<file path="config.mk">
export PLATFORM = sky130hd
export DESIGN_NAME = rag_access_guard
export DESIGN_NICKNAME = d
export VERILOG_FILES = /design/src/hdl/rag_pkg.sv /design/src/hdl/rag_access_guard.sv
export SDC_FILE = /design/constraint.sdc
export NUM_CORES = 1
export LEC_CHECK = 0
export ABC_CLOCK_PERIOD_IN_PS = 2530
export BUFFER_PORTS_ARGS = -buffer_cell sky130_fd_sc_hd__buf_2
export CAP_MARGIN = 20
export CELL_PAD_IN_SITES_DETAIL_PLACEMENT = 1
export CELL_PAD_IN_SITES_GLOBAL_PLACEMENT = 1
export CORE_MARGIN = 2
export CORE_UTILIZATION = 39
export DETAILED_ROUTE_END_ITERATION = 8
export GPL_TIMING_DRIVEN = 0
export PLACE_DENSITY_LB_ADDON = 0.2
export SLEW_MARGIN = 10
export SYNTH_ARGS = -nofsm -noshare
export SYNTH_HDL_FRONTEND = slang
export SYNTH_SLANG_ARGS = --single-unit
</file>
<file path="constraint.sdc">
create_clock -name sys_clk_in -period 2.53 [get_ports sys_clk_in]
set_input_delay 0.506 -clock sys_clk_in [delete_from_list [all_inputs] [get_ports sys_clk_in]]
set_output_delay 0.506 -clock sys_clk_in [all_outputs]
set_load 0.05 [all_outputs]
</file>
<file path="src/hdl/rag_pkg.sv">
// Constants, types and register map of the clock access guard and alarm block
package rag_pkg;
  localparam int unsigned SYS_CLK_HZ = 40_000_000;
  localparam int unsigned CAL_CLK_HZ = 32_768;
  localparam int unsigned HALF_SEC_MS = 500;
  localparam int unsigned HALF_SEC_CYCLES = SYS_CLK_HZ / 1000 * HALF_SEC_MS;
  localparam int unsigned CAL_PERIOD_CYCLES = (SYS_CLK_HZ + CAL_CLK_HZ - 1) / CAL_CLK_HZ;
  localparam int unsigned SYNC_LEAD_CAL_PERIODS = 32;
  localparam int unsigned SYNC_LEAD_CYCLES = SYNC_LEAD_CAL_PERIODS * CAL_PERIOD_CYCLES;
  localparam int unsigned DLY_W = 11;

  localparam int unsigned ADDR_W = 5;
  localparam logic [4:0] OFF_CTL = 5'h00;
  localparam logic [4:0] OFF_ALM = 5'h04;
  localparam logic [4:0] OFF_TIME = 5'h08;
  localparam logic [4:0] OFF_DATE = 5'h0C;
  localparam logic [4:0] OFF_ATIME = 5'h10;
  localparam logic [4:0] OFF_ADATE = 5'h14;
  localparam logic [4:0] OFF_KEY = 5'h18;

  localparam logic [31:0] KEY_FIRST = 32'hAA996655;
  localparam logic [31:0] KEY_SECOND = 32'h556699AA;

  localparam int unsigned CTL_ON_BIT = 15;
  localparam int unsigned CTL_RUN_BIT = 6;
  localparam int unsigned CTL_WREN_BIT = 3;
  localparam int unsigned CTL_SYNC_BIT = 2;
  localparam int unsigned ALM_EN_BIT = 15;
  localparam int unsigned ALM_CHIME_BIT = 14;
  localparam int unsigned ALM_SYNC_BIT = 12;
  localparam int unsigned ALM_MASK_LSB = 8;
  localparam int unsigned ALM_RPT_LSB = 0;

  localparam logic [31:0] TIME_WMASK = 32'h3F7F7F00;
  localparam logic [31:0] DATE_WMASK = 32'hFF1F3F07;
  localparam logic [31:0] ADATE_WMASK = 32'h001F3F07;
  localparam logic [31:0] TIME_RESET = 32'h00000000;
  localparam logic [31:0] DATE_RESET = 32'h00010106;
  localparam logic [31:0] AREG_RESET = 32'h00000000;

  typedef enum logic [3:0] {
    MASK_HALF_SEC = 4'h0,
    MASK_SEC = 4'h1,
    MASK_TEN_SEC = 4'h2,
    MASK_MIN = 4'h3,
    MASK_TEN_MIN = 4'h4,
    MASK_HOUR = 4'h5,
    MASK_DAY = 4'h6,
    MASK_WEEK = 4'h7,
    MASK_MONTH = 4'h8,
    MASK_YEAR = 4'h9
  } rag_mask_t;

  typedef struct packed {
    logic en;
    logic chime;
    logic [3:0] mask;
    logic [7:0] rpt;
  } rag_alarm_ctl_t;

  localparam rag_alarm_ctl_t ALM_RESET = '{1'b0, 1'b0, 4'h0, 8'h00};

  typedef enum logic [1:0] {
    UNLK_LOCKED = 2'b00,
    UNLK_KEY1 = 2'b01,
    UNLK_KEY2 = 2'b11
  } rag_unlock_t;
endpackage

</file>
<file path="src/hdl/rag_access_guard.sv">
// Clock access guard: sync windows, key unlock, masked BCD alarm
`timescale 1ns/1ps
module rag_access_guard #(
  parameter int unsigned HALF_CYCLES = rag_pkg::HALF_SEC_CYCLES,
  parameter int unsigned SYNC_LEAD = rag_pkg::SYNC_LEAD_CYCLES
) (
  input wire logic sys_clk_in,
  input wire logic rst_in,
  input wire logic [rag_pkg::ADDR_W-1:0] avs_address_in,
  input wire logic avs_read_in,
  input wire logic avs_write_in,
  input wire logic [31:0] avs_writedata_in,
  input wire logic [3:0] avs_byteenable_in,
  output logic [31:0] avs_readdata_out,
  output logic avs_waitrequest_out,
  input wire logic [31:0] cal_next_time_in,
  input wire logic [31:0] cal_next_date_in,
  output logic half_tick_out,
  output logic second_tick_out,
  output logic [31:0] time_out,
  output logic [31:0] date_out,
  output logic alarm_event_out
);
  import rag_pkg::*;

  localparam int unsigned CNT_W = $clog2(HALF_CYCLES);

  logic ack_q;
  logic req;
  logic wr_fire;
  logic [31:0] be_mask;
  logic [31:0] wd_ctl;
  logic [31:0] wd_alm;
  logic on_q;
  logic run_q;
  logic wren_q;
  rag_unlock_t unlk_q;
  logic [CNT_W-1:0] cnt_q;
  logic phase_q;
  logic half_tick;
  logic second_tick;
  logic sync;
  logic [31:0] time_q;
  logic [31:0] date_q;
  logic [31:0] atime_q;
  logic [31:0] adate_q;
  rag_alarm_ctl_t alm_q;
  logic eval_q;
  logic sec_eval_q;
  logic match;
  logic pend_q;
  logic [DLY_W-1:0] dly_q;
  logic alm_fire;
  logic alm_sync;
  logic evt_q;
  logic [31:0] rd_mux;
  logic [31:0] rd_q;

  function automatic logic [31:0] merge(input logic [31:0] old, input logic [31:0] wd,
                                        input logic [31:0] m);
    merge = (old & ~m) | (wd & m);
  endfunction

  function automatic logic is_wr(input logic fire, input logic [4:0] a,
                                 input logic [4:0] off);
    is_wr = fire && (a == off);
  endfunction

  // Digit compare per mask code; reserved bits stay zero so xor is exact
  function automatic logic mask_hit(input logic [3:0] m, input logic full,
                                    input logic [31:0] t, input logic [31:0] d);
    logic tm;
    tm = (t[31:8] == 24'h000000);
    case (m)
      MASK_HALF_SEC: mask_hit = 1'b1;
      MASK_SEC: mask_hit = full;
      MASK_TEN_SEC: mask_hit = full && (t[11:8] == 4'h0);
      MASK_MIN: mask_hit = full && (t[15:8] == 8'h00);
      MASK_TEN_MIN: mask_hit = full && (t[19:8] == 12'h000);
      MASK_HOUR: mask_hit = full && (t[23:8] == 16'h0000);
      MASK_DAY: mask_hit = full && tm;
      MASK_WEEK: mask_hit = full && tm && (d[3:0] == 4'h0);
      MASK_MONTH: mask_hit = full && tm && (d[15:8] == 8'h00);
      MASK_YEAR: mask_hit = full && tm && (d[23:8] == 16'h0000);
      default: mask_hit = 1'b0;
    endcase
  endfunction

  // Every access waits exactly one cycle
  assign req = avs_read_in || avs_write_in;
  assign avs_waitrequest_out = req && !ack_q;
  assign wr_fire = avs_write_in && ack_q;

  always_comb begin
    for (int i = 0; i < 4; i++) begin
      be_mask[i*8 +: 8] = {8{avs_byteenable_in[i]}};
    end
  end

  always_ff @(posedge sys_clk_in) begin
    if (rst_in) begin
      ack_q <= 1'b0;
    end else begin
      ack_q <= req && !ack_q;
    end
  end

  // Half-second prescaler, idle while the module is off
  always_ff @(posedge sys_clk_in) begin
    if (rst_in || !on_q) begin
      cnt_q <= '0;
      phase_q <= 1'b0;
    end else if (half_tick) begin
      cnt_q <= '0;
      phase_q <= !phase_q;
    end else begin
      cnt_q <= cnt_q + 1'b1;
    end
  end

  assign half_tick = on_q && (cnt_q == CNT_W'(HALF_CYCLES - 1));
  assign second_tick = half_tick && phase_q;
  assign sync = on_q && (cnt_q >= CNT_W'(HALF_CYCLES - SYNC_LEAD));

  // Unlock sequence: any other write in between drops back to locked
  always_ff @(posedge sys_clk_in) begin
    if (rst_in) begin
      unlk_q <= UNLK_LOCKED;
    end else if (wr_fire) begin
      if (avs_address_in == OFF_KEY && avs_byteenable_in == 4'hF) begin
        if (unlk_q == UNLK_LOCKED && avs_writedata_in == KEY_FIRST) begin
          unlk_q <= UNLK_KEY1;
        end else if (unlk_q == UNLK_KEY1 && avs_writedata_in == KEY_SECOND) begin
          unlk_q <= UNLK_KEY2;
        end else begin
          unlk_q <= UNLK_LOCKED;
        end
      end else begin
        unlk_q <= UNLK_LOCKED;
      end
    end
  end

  assign wd_ctl = merge({16'h0000, on_q, 11'h000, wren_q, 3'h0}, avs_writedata_in, be_mask);

  always_ff @(posedge sys_clk_in) begin
    if (rst_in) begin
      on_q <= 1'b0;
      run_q <= 1'b0;
      wren_q <= 1'b0;
    end else begin
      run_q <= on_q;
      if (is_wr(wr_fire, avs_address_in, OFF_CTL)) begin
        on_q <= wd_ctl[CTL_ON_BIT];
        // Clearing is always allowed, setting only straight after the keys
        wren_q <= wd_ctl[CTL_WREN_BIT] && (wren_q || unlk_q == UNLK_KEY2);
      end
    end
  end

  // Software write wins over a calendar load in the same cycle
  always_ff @(posedge sys_clk_in) begin
    if (rst_in) begin
      time_q <= TIME_RESET;
      date_q <= DATE_RESET;
    end else begin
      if (is_wr(wr_fire, avs_address_in, OFF_TIME) && wren_q) begin
        time_q <= merge(time_q, avs_writedata_in, be_mask) & TIME_WMASK;
      end else if (second_tick) begin
        time_q <= cal_next_time_in & TIME_WMASK;
      end
      if (is_wr(wr_fire, avs_address_in, OFF_DATE) && wren_q) begin
        date_q <= merge(date_q, avs_writedata_in, be_mask) & DATE_WMASK;
      end else if (second_tick) begin
        date_q <= cal_next_date_in & DATE_WMASK;
      end
    end
  end

  always_ff @(posedge sys_clk_in) begin
    if (rst_in) begin
      atime_q <= AREG_RESET;
      adate_q <= AREG_RESET;
    end else begin
      if (is_wr(wr_fire, avs_address_in, OFF_ATIME)) begin
        atime_q <= merge(atime_q, avs_writedata_in, be_mask) & TIME_WMASK;
      end
      if (is_wr(wr_fire, avs_address_in, OFF_ADATE)) begin
        adate_q <= merge(adate_q, avs_writedata_in, be_mask) & ADATE_WMASK;
      end
    end
  end

  // Compare one cycle after the tick, once the new time has loaded
  always_ff @(posedge sys_clk_in) begin
    if (rst_in) begin
      eval_q <= 1'b0;
      sec_eval_q <= 1'b0;
    end else begin
      eval_q <= half_tick;
      sec_eval_q <= second_tick;
    end
  end

  assign match = eval_q && alm_q.en && mask_hit(alm_q.mask, sec_eval_q,
                                                 time_q ^ atime_q, date_q ^ adate_q);

  // Match waits one calendar clock period before it fires
  always_ff @(posedge sys_clk_in) begin
    if (rst_in) begin
      pend_q <= 1'b0;
      dly_q <= '0;
    end else if (!alm_q.en) begin
      pend_q <= 1'b0;
    end else if (match) begin
      pend_q <= 1'b1;
      dly_q <= DLY_W'(CAL_PERIOD_CYCLES - 1);
    end else if (pend_q) begin
      if (dly_q == '0) begin
        pend_q <= 1'b0;
      end else begin
        dly_q <= dly_q - 1'b1;
      end
    end
  end

  assign alm_fire = pend_q && alm_q.en && (dly_q == '0);
  assign alm_sync = alm_q.en && (sync || pend_q);

  assign wd_alm = merge({16'h0000, alm_q.en, alm_q.chime, 2'b00, alm_q.mask, alm_q.rpt},
                        avs_writedata_in, be_mask);

  // A software write to alarm control wins over the hardware update
  always_ff @(posedge sys_clk_in) begin
    if (rst_in) begin
      alm_q <= ALM_RESET;
    end else if (is_wr(wr_fire, avs_address_in, OFF_ALM)) begin
      alm_q.en <= wd_alm[ALM_EN_BIT];
      alm_q.chime <= wd_alm[ALM_CHIME_BIT];
      alm_q.mask <= wd_alm[ALM_MASK_LSB +: 4];
      alm_q.rpt <= wd_alm[ALM_RPT_LSB +: 8];
    end else if (alm_fire) begin
      alm_q.rpt <= alm_q.rpt - 8'h01;
      if (!alm_q.chime && alm_q.rpt == 8'h00) begin
        alm_q.en <= 1'b0;
      end
    end
  end

  always_ff @(posedge sys_clk_in) begin
    if (rst_in) begin
      evt_q <= 1'b0;
    end else begin
      evt_q <= alm_fire;
    end
  end

  always_comb begin
    rd_mux = 32'h00000000;
    case (avs_address_in)
      OFF_CTL: begin
        rd_mux[CTL_ON_BIT] = on_q;
        rd_mux[CTL_RUN_BIT] = run_q;
        rd_mux[CTL_WREN_BIT] = wren_q;
        rd_mux[CTL_SYNC_BIT] = sync;
      end
      OFF_ALM: begin
        rd_mux = {16'h0000, alm_q.en, alm_q.chime, 2'b00, alm_q.mask, alm_q.rpt};
        rd_mux[ALM_SYNC_BIT] = alm_sync;
      end
      OFF_TIME: rd_mux = time_q;
      OFF_DATE: rd_mux = date_q;
      OFF_ATIME: rd_mux = atime_q;
      OFF_ADATE: rd_mux = adate_q;
      default: rd_mux = 32'h00000000;
    endcase
  end

  // Read data captured in the wait cycle, stands at the completing edge
  always_ff @(posedge sys_clk_in) begin
    if (rst_in) begin
      rd_q <= 32'h00000000;
    end else if (avs_read_in && !ack_q) begin
      rd_q <= rd_mux;
    end
  end

  assign avs_readdata_out = rd_q;
  assign half_tick_out = half_tick;
  assign second_tick_out = second_tick;
  assign time_out = time_q;
  assign date_out = date_q;
  assign alarm_event_out = evt_q;

  property p_sync_off;
    @(posedge sys_clk_in) disable iff (rst_in)
    !on_q |-> !sync;
  endproperty
  a_sync_off: assert property (p_sync_off) else $error("sync high while off");

  property p_sync_tick;
    @(posedge sys_clk_in) disable iff (rst_in)
    half_tick |-> sync && $past(sync);
  endproperty
  a_sync_tick: assert property (p_sync_tick) else $error("no sync before update");

  property p_time_lock;
    @(posedge sys_clk_in) disable iff (rst_in)
    wr_fire && avs_address_in == OFF_TIME && !wren_q && !second_tick |=> $stable(time_q);
  endproperty
  a_time_lock: assert property (p_time_lock) else $error("locked time changed");

  property p_wren_seq;
    @(posedge sys_clk_in) disable iff (rst_in)
    $rose(wren_q) |-> $past(unlk_q) == UNLK_KEY2 && unlk_q == UNLK_LOCKED;
  endproperty
  a_wren_seq: assert property (p_wren_seq) else $error("enable set out of order");

  property p_alarm_off;
    @(posedge sys_clk_in) disable iff (rst_in)
    !alm_q.en |=> !evt_q && !pend_q;
  endproperty
  a_alarm_off: assert property (p_alarm_off) else $error("alarm while disabled");

  property p_delay;
    @(posedge sys_clk_in) disable iff (rst_in)
    match |=> pend_q && dly_q == DLY_W'(CAL_PERIOD_CYCLES - 1);
  endproperty
  a_delay: assert property (p_delay) else $error("alarm delay wrong");

  property p_half_mask;
    @(posedge sys_clk_in) disable iff (rst_in)
    eval_q && alm_q.en && alm_q.mask == 4'h0 |-> match;
  endproperty
  a_half_mask: assert property (p_half_mask) else $error("half second missed");

  property p_final;
    @(posedge sys_clk_in) disable iff (rst_in)
    alm_fire && !wr_fire && !alm_q.chime && alm_q.rpt == 8'h00 |=> !alm_q.en ##1 !evt_q;
  endproperty
  a_final: assert property (p_final) else $error("last alarm kept enable");

  property p_chime;
    @(posedge sys_clk_in) disable iff (rst_in)
    alm_fire && !wr_fire && alm_q.chime |=> alm_q.en && alm_q.rpt == $past(alm_q.rpt) - 8'h01;
  endproperty
  a_chime: assert property (p_chime) else $error("chime count or enable wrong");

  property p_alm_sync;
    @(posedge sys_clk_in) disable iff (rst_in)
    pend_q && alm_q.en |-> rd_mux[ALM_SYNC_BIT] || avs_address_in != OFF_ALM;
  endproperty
  a_alm_sync: assert property (p_alm_sync) else $error("alarm sync low while pending");
endmodule

</file>
==> flow_results.xml <==
<?xml version="1.0" encoding="UTF-8"?>
<metrics>
  <group name="status">
    <metric name="result_of_the_run" unit="">finished, final reports clean</metric>
  </group>
  <group name="clock_tree">
    <metric name="tritoncts" unit="">yes</metric>
    <metric name="cts-root-buf" unit="">sky130_fd_sc_hd__clkbuf_16</metric>
    <metric name="clock_sinks" unit="">168</metric>
    <metric name="cts_made_buffers" unit="">17</metric>
    <metric name="htree_levels" unit="">4</metric>
    <metric name="cts-hold-fix-buffers" unit="">0</metric>
    <metric name="cts-root-to-sink-buffers" unit="">2</metric>
    <metric name="clock_insertion_delay_worst_skew" unit="ns">0.44</metric>
    <metric name="cts.clk_slew.worst_paths" unit="ns">0.07</metric>
  </group>
  <group name="worst_setup_path">
    <metric name="worstSetupPathType" unit="">reg -&gt; out</metric>
    <metric name="critPathLaunchType" unit="">flip-flop</metric>
    <metric name="cp-end-kind" unit="">primary output</metric>
    <metric name="crit_fanout" unit="">7</metric>
    <metric name="cp.required" unit="ns">2.02</metric>
    <metric name="arrival" unit="ns">2.00</metric>
  </group>
  <group name="floorplan">
    <metric name="floorplan.die.width" unit="microns">152</metric>
    <metric name="fp.dieArea" unit="sq um">23000</metric>
    <metric name="core_area" unit="sq um">21600</metric>
    <metric name="placementRows" unit="">54</metric>
    <metric name="initial_core_util" unit="">0.393</metric>
    <metric name="die_height" unit="microns">152</metric>
    <metric name="io_pins" unit="">209</metric>
  </group>
  <group name="yosys">
    <metric name="synth-seq-cells" unit="">168</metric>
    <metric name="ys_seq_area_frac" unit="">0.396</metric>
    <metric name="number_of_synthesized_flops_with_an_enable_pin" unit="">0</metric>
    <metric name="synthXorXnorAreaFrac" unit="">0.0711</metric>
    <metric name="synth_mux_area_frac" unit="">0.0506</metric>
    <metric name="synth_top_cell_by_area" unit="">sky130_fd_sc_hd__dfxtp_1</metric>
    <metric name="synthAdderAreaFrac" unit="">0.00589</metric>
    <metric name="yosys_warnings" unit="">0</metric>
    <metric name="synth_top_area_share" unit="">0.396</metric>
    <metric name="dominant_combinational_cell_family_by_area_after_synthesis" unit="">simple AND/OR/NAND/NOR gates</metric>
    <metric name="synth.top_cells.by_area" unit="">sky130_fd_sc_hd__dfxtp_1, sky130_fd_sc_hd__nor2_1, sky130_fd_sc_hd__mux2i_1</metric>
    <metric name="post_synth.cell_area_avg" unit="sq um">8.28</metric>
    <metric name="synth.lib_cells_used.distinct" unit="">67</metric>
    <metric name="ys_async_sr_fraction" unit="">0</metric>
    <metric name="synth_simple_gate_area_share" unit="">0.248</metric>
    <metric name="postSynth.topFlopCell" unit="">sky130_fd_sc_hd__dfxtp_1</metric>
    <metric name="netlist_area" unit="sq um">8500</metric>
    <metric name="synth_compound_area_frac" unit="">0.165</metric>
    <metric name="postSynthCellCount" unit="">1027</metric>
  </group>
  <group name="timing">
    <metric name="worst_relative_slew_slack" unit="">0.411</metric>
    <metric name="rsz0062_at_grt" unit="">yes</metric>
    <metric name="timing.final.crit_share" unit="">0.989</metric>
    <metric name="final-hold-violation-count" unit="">0</metric>
    <metric name="layout_setup_ws" unit="ns">0.0288</metric>
    <metric name="final.hold.worst_slack" unit="ns">0.343</metric>
    <metric name="worst-slew-pin-transition" unit="ns">0.883</metric>
    <metric name="timing.final.setup_violations" unit="">0</metric>
    <metric name="setup_total_negative_slack" unit="ns">0</metric>
    <metric name="period_needed" unit="ns">2.50</metric>
    <metric name="clock-skew-final" unit="ns">0.00917</metric>
    <metric name="fmax" unit="MHz">400</metric>
    <metric name="final-max-slew-violation-count" unit="">0</metric>
  </group>
  <group name="placement">
    <metric name="placed_cell_areas" unit="sq um">9780</metric>
    <metric name="place_worst_setup_slack" unit="ns">-0.248</metric>
    <metric name="detailed_placement_wirelength_estimate" unit="microns">24200</metric>
    <metric name="port_bufs" unit="">159</metric>
    <metric name="dpl.cell_count" unit="">1488</metric>
    <metric name="final_weighted_congestion_in_routability_driven_placement" unit="">0.924</metric>
  </group>
  <group name="pwr">
    <metric name="clockPowerShare" unit="">0.475</metric>
    <metric name="totalPowerFinal" unit="mW">6.02</metric>
    <metric name="power.sequential.fraction" unit="">0.443</metric>
    <metric name="p_sw_frac" unit="">0.257</metric>
    <metric name="power.leakage" unit="nW">4.38</metric>
    <metric name="max-vdd-ir-drop" unit="mV">0.461</metric>
    <metric name="p_int" unit="mW">4.48</metric>
    <metric name="netSwitchingPower" unit="mW">1.55</metric>
    <metric name="combinationalPowerShare" unit="">0.082</metric>
    <metric name="power_density" unit="nW/um^2">571</metric>
  </group>
  <group name="global_route">
    <metric name="grt.met3_usage" unit="">0.0455</metric>
    <metric name="largest_net_degree_at_the_start_of_global_routing" unit="">17</metric>
    <metric name="gr-max-usage-layer" unit="">met2</metric>
    <metric name="grt_pass1_wl" unit="microns">48600</metric>
    <metric name="globalRouteTotalUtil" unit="">0.279</metric>
    <metric name="gr-usage-met2" unit="">0.465</metric>
    <metric name="antenna_found_initial" unit="">0</metric>
    <metric name="grt_overflow_total" unit="">0</metric>
    <metric name="grt.met1_usage" unit="">0.366</metric>
    <metric name="first_global_vias" unit="">8449</metric>
  </group>
  <group name="layout">
    <metric name="finished_core_util" unit="">0.488</metric>
    <metric name="finalNonFillerCells" unit="">1526</metric>
    <metric name="finalInstanceArea" unit="sq um">10500</metric>
    <metric name="syn_to_final_growth" unit="%">24.0</metric>
    <metric name="design.final.nets" unit="">1346</metric>
    <metric name="post_route_cells_drive_above_1_share" unit="">0.227</metric>
    <metric name="mostFrequentLayoutCells" unit="">sky130_fd_sc_hd__nor2_1, sky130_fd_sc_hd__dfxtp_1, sky130_fd_sc_hd__buf_2</metric>
  </group>
  <group name="min_path">
    <metric name="hold_path_class" unit="">in -&gt; reg</metric>
  </group>
  <group name="routing">
    <metric name="drt-wirelength-per-cell" unit="microns">21.0</metric>
    <metric name="dr.pass1.iters" unit="">5</metric>
    <metric name="drt-vias-per-instance" unit="">5.64</metric>
    <metric name="overall_via_count_from_detail_route" unit="">8605</metric>
    <metric name="number_of_drc_violations_after_detailed_routing_iteration_0" unit="">573</metric>
    <metric name="postRouteAntennaNets" unit="">0</metric>
    <metric name="routed_wirelength" unit="microns">32000</metric>
    <metric name="drc_errors" unit="">0</metric>
  </group>
  <group name="job">
    <metric name="maxCapViolations" unit="">0</metric>
  </group>
</metrics>
area by class of cell:
cell class,instances,area [sq um]
diodes,1,2.50
plain buffers,77,425
clock buffers,18,439
clock inverters,13,195
fillers,2675,11100
inverters,33,124
multi-input cells,770,4770
flip-flops and latches,168,3380
well taps,280,350
repair buffers,166,861
critical path, cell delays in order (launching register included):
cell,delay [ns]
sky130_fd_sc_hd__dfxtp_4,0.36
sky130_fd_sc_hd__ha_4,0.15
sky130_fd_sc_hd__nand3_2,0.09
sky130_fd_sc_hd__or3_4,0.46
sky130_fd_sc_hd__nor4_4,0.28
sky130_fd_sc_hd__buf_6,0.21
path summary, 6_finish.rpt:
path                                            from  cells past startpoint                   to  slack [ns]
worst min-delay path            cal_next_time_in[26]                      3            flip-flop        0.34
worst min register to register   avs_readdata_out[7]                      2  avs_readdata_out[7]        0.45
worst max-delay path                        cnt_q[1]                      5      second_tick_out        0.03
worst max register to register             flip-flop                      6               pend_q        0.11
logic make-up after synthesis:
group | Yosys count
AO/OA/AOI/OAI | 210
XOR/XNOR | 69
adder cells (fa/ha/maj) | 4
buffers and inverters | 111
flip-flops | 168
multiplexers | 43
other | 1
AND/OR/NAND/NOR | 421
repair_timing:
| item | CTS | global route |
|---|---|---|
| pin swaps | 3 | 2 |
| setup buffers | 5 | 2 |
| setup endpoints to repair | 42 | 78 |
| resized for setup | 6 | 16 |
per-layer routing:
| metal | vias to the layer above | routed length (microns) | share of wire |
|---|---|---|---|
| met3 | 60 | 2130 | 0.067 |
| met5 | - | 0 | 0 |
| li1 | 4003 | - | - |
| met1 | 4226 | 13900 | 0.43 |
| met2 | 316 | 15200 | 0.48 |
| met4 | 0 | 781 | 0.024 |
Yosys cell counts (all sizes together), types with 5 or more instances:
library cell	instances
dfxtp	168
nor2	164
a21oi	60
nand2	59
nand3	52
o21ai	52
nor3	49
clkbuf	43
mux2i	43
xor2	38
buf	35
inv	33
xnor2	31
a211oi	28
a22oi	24
nand4	13
a31oi	11
and3	11
and2	10
o221a	9
nand2b	8
nor4	8
nor4bb	8
nand4b	7
or3	7
a221oi	6
or4	6
nand3b	5
power by group through the flow:
stage	combinational (mW)	clock, mW	sequential, mW
3_3_place_gp	0.483	0	2.73
4_1_cts	0.488	2.88	2.67
2_1_floorplan	0.236	0	2.77
3_5_place_dp	0.485	0	2.73
5_1_grt	0.524	2.98	2.67
6_report	0.495	2.86	2.67
Note: power is estimated with default switching activity, not from simulation.
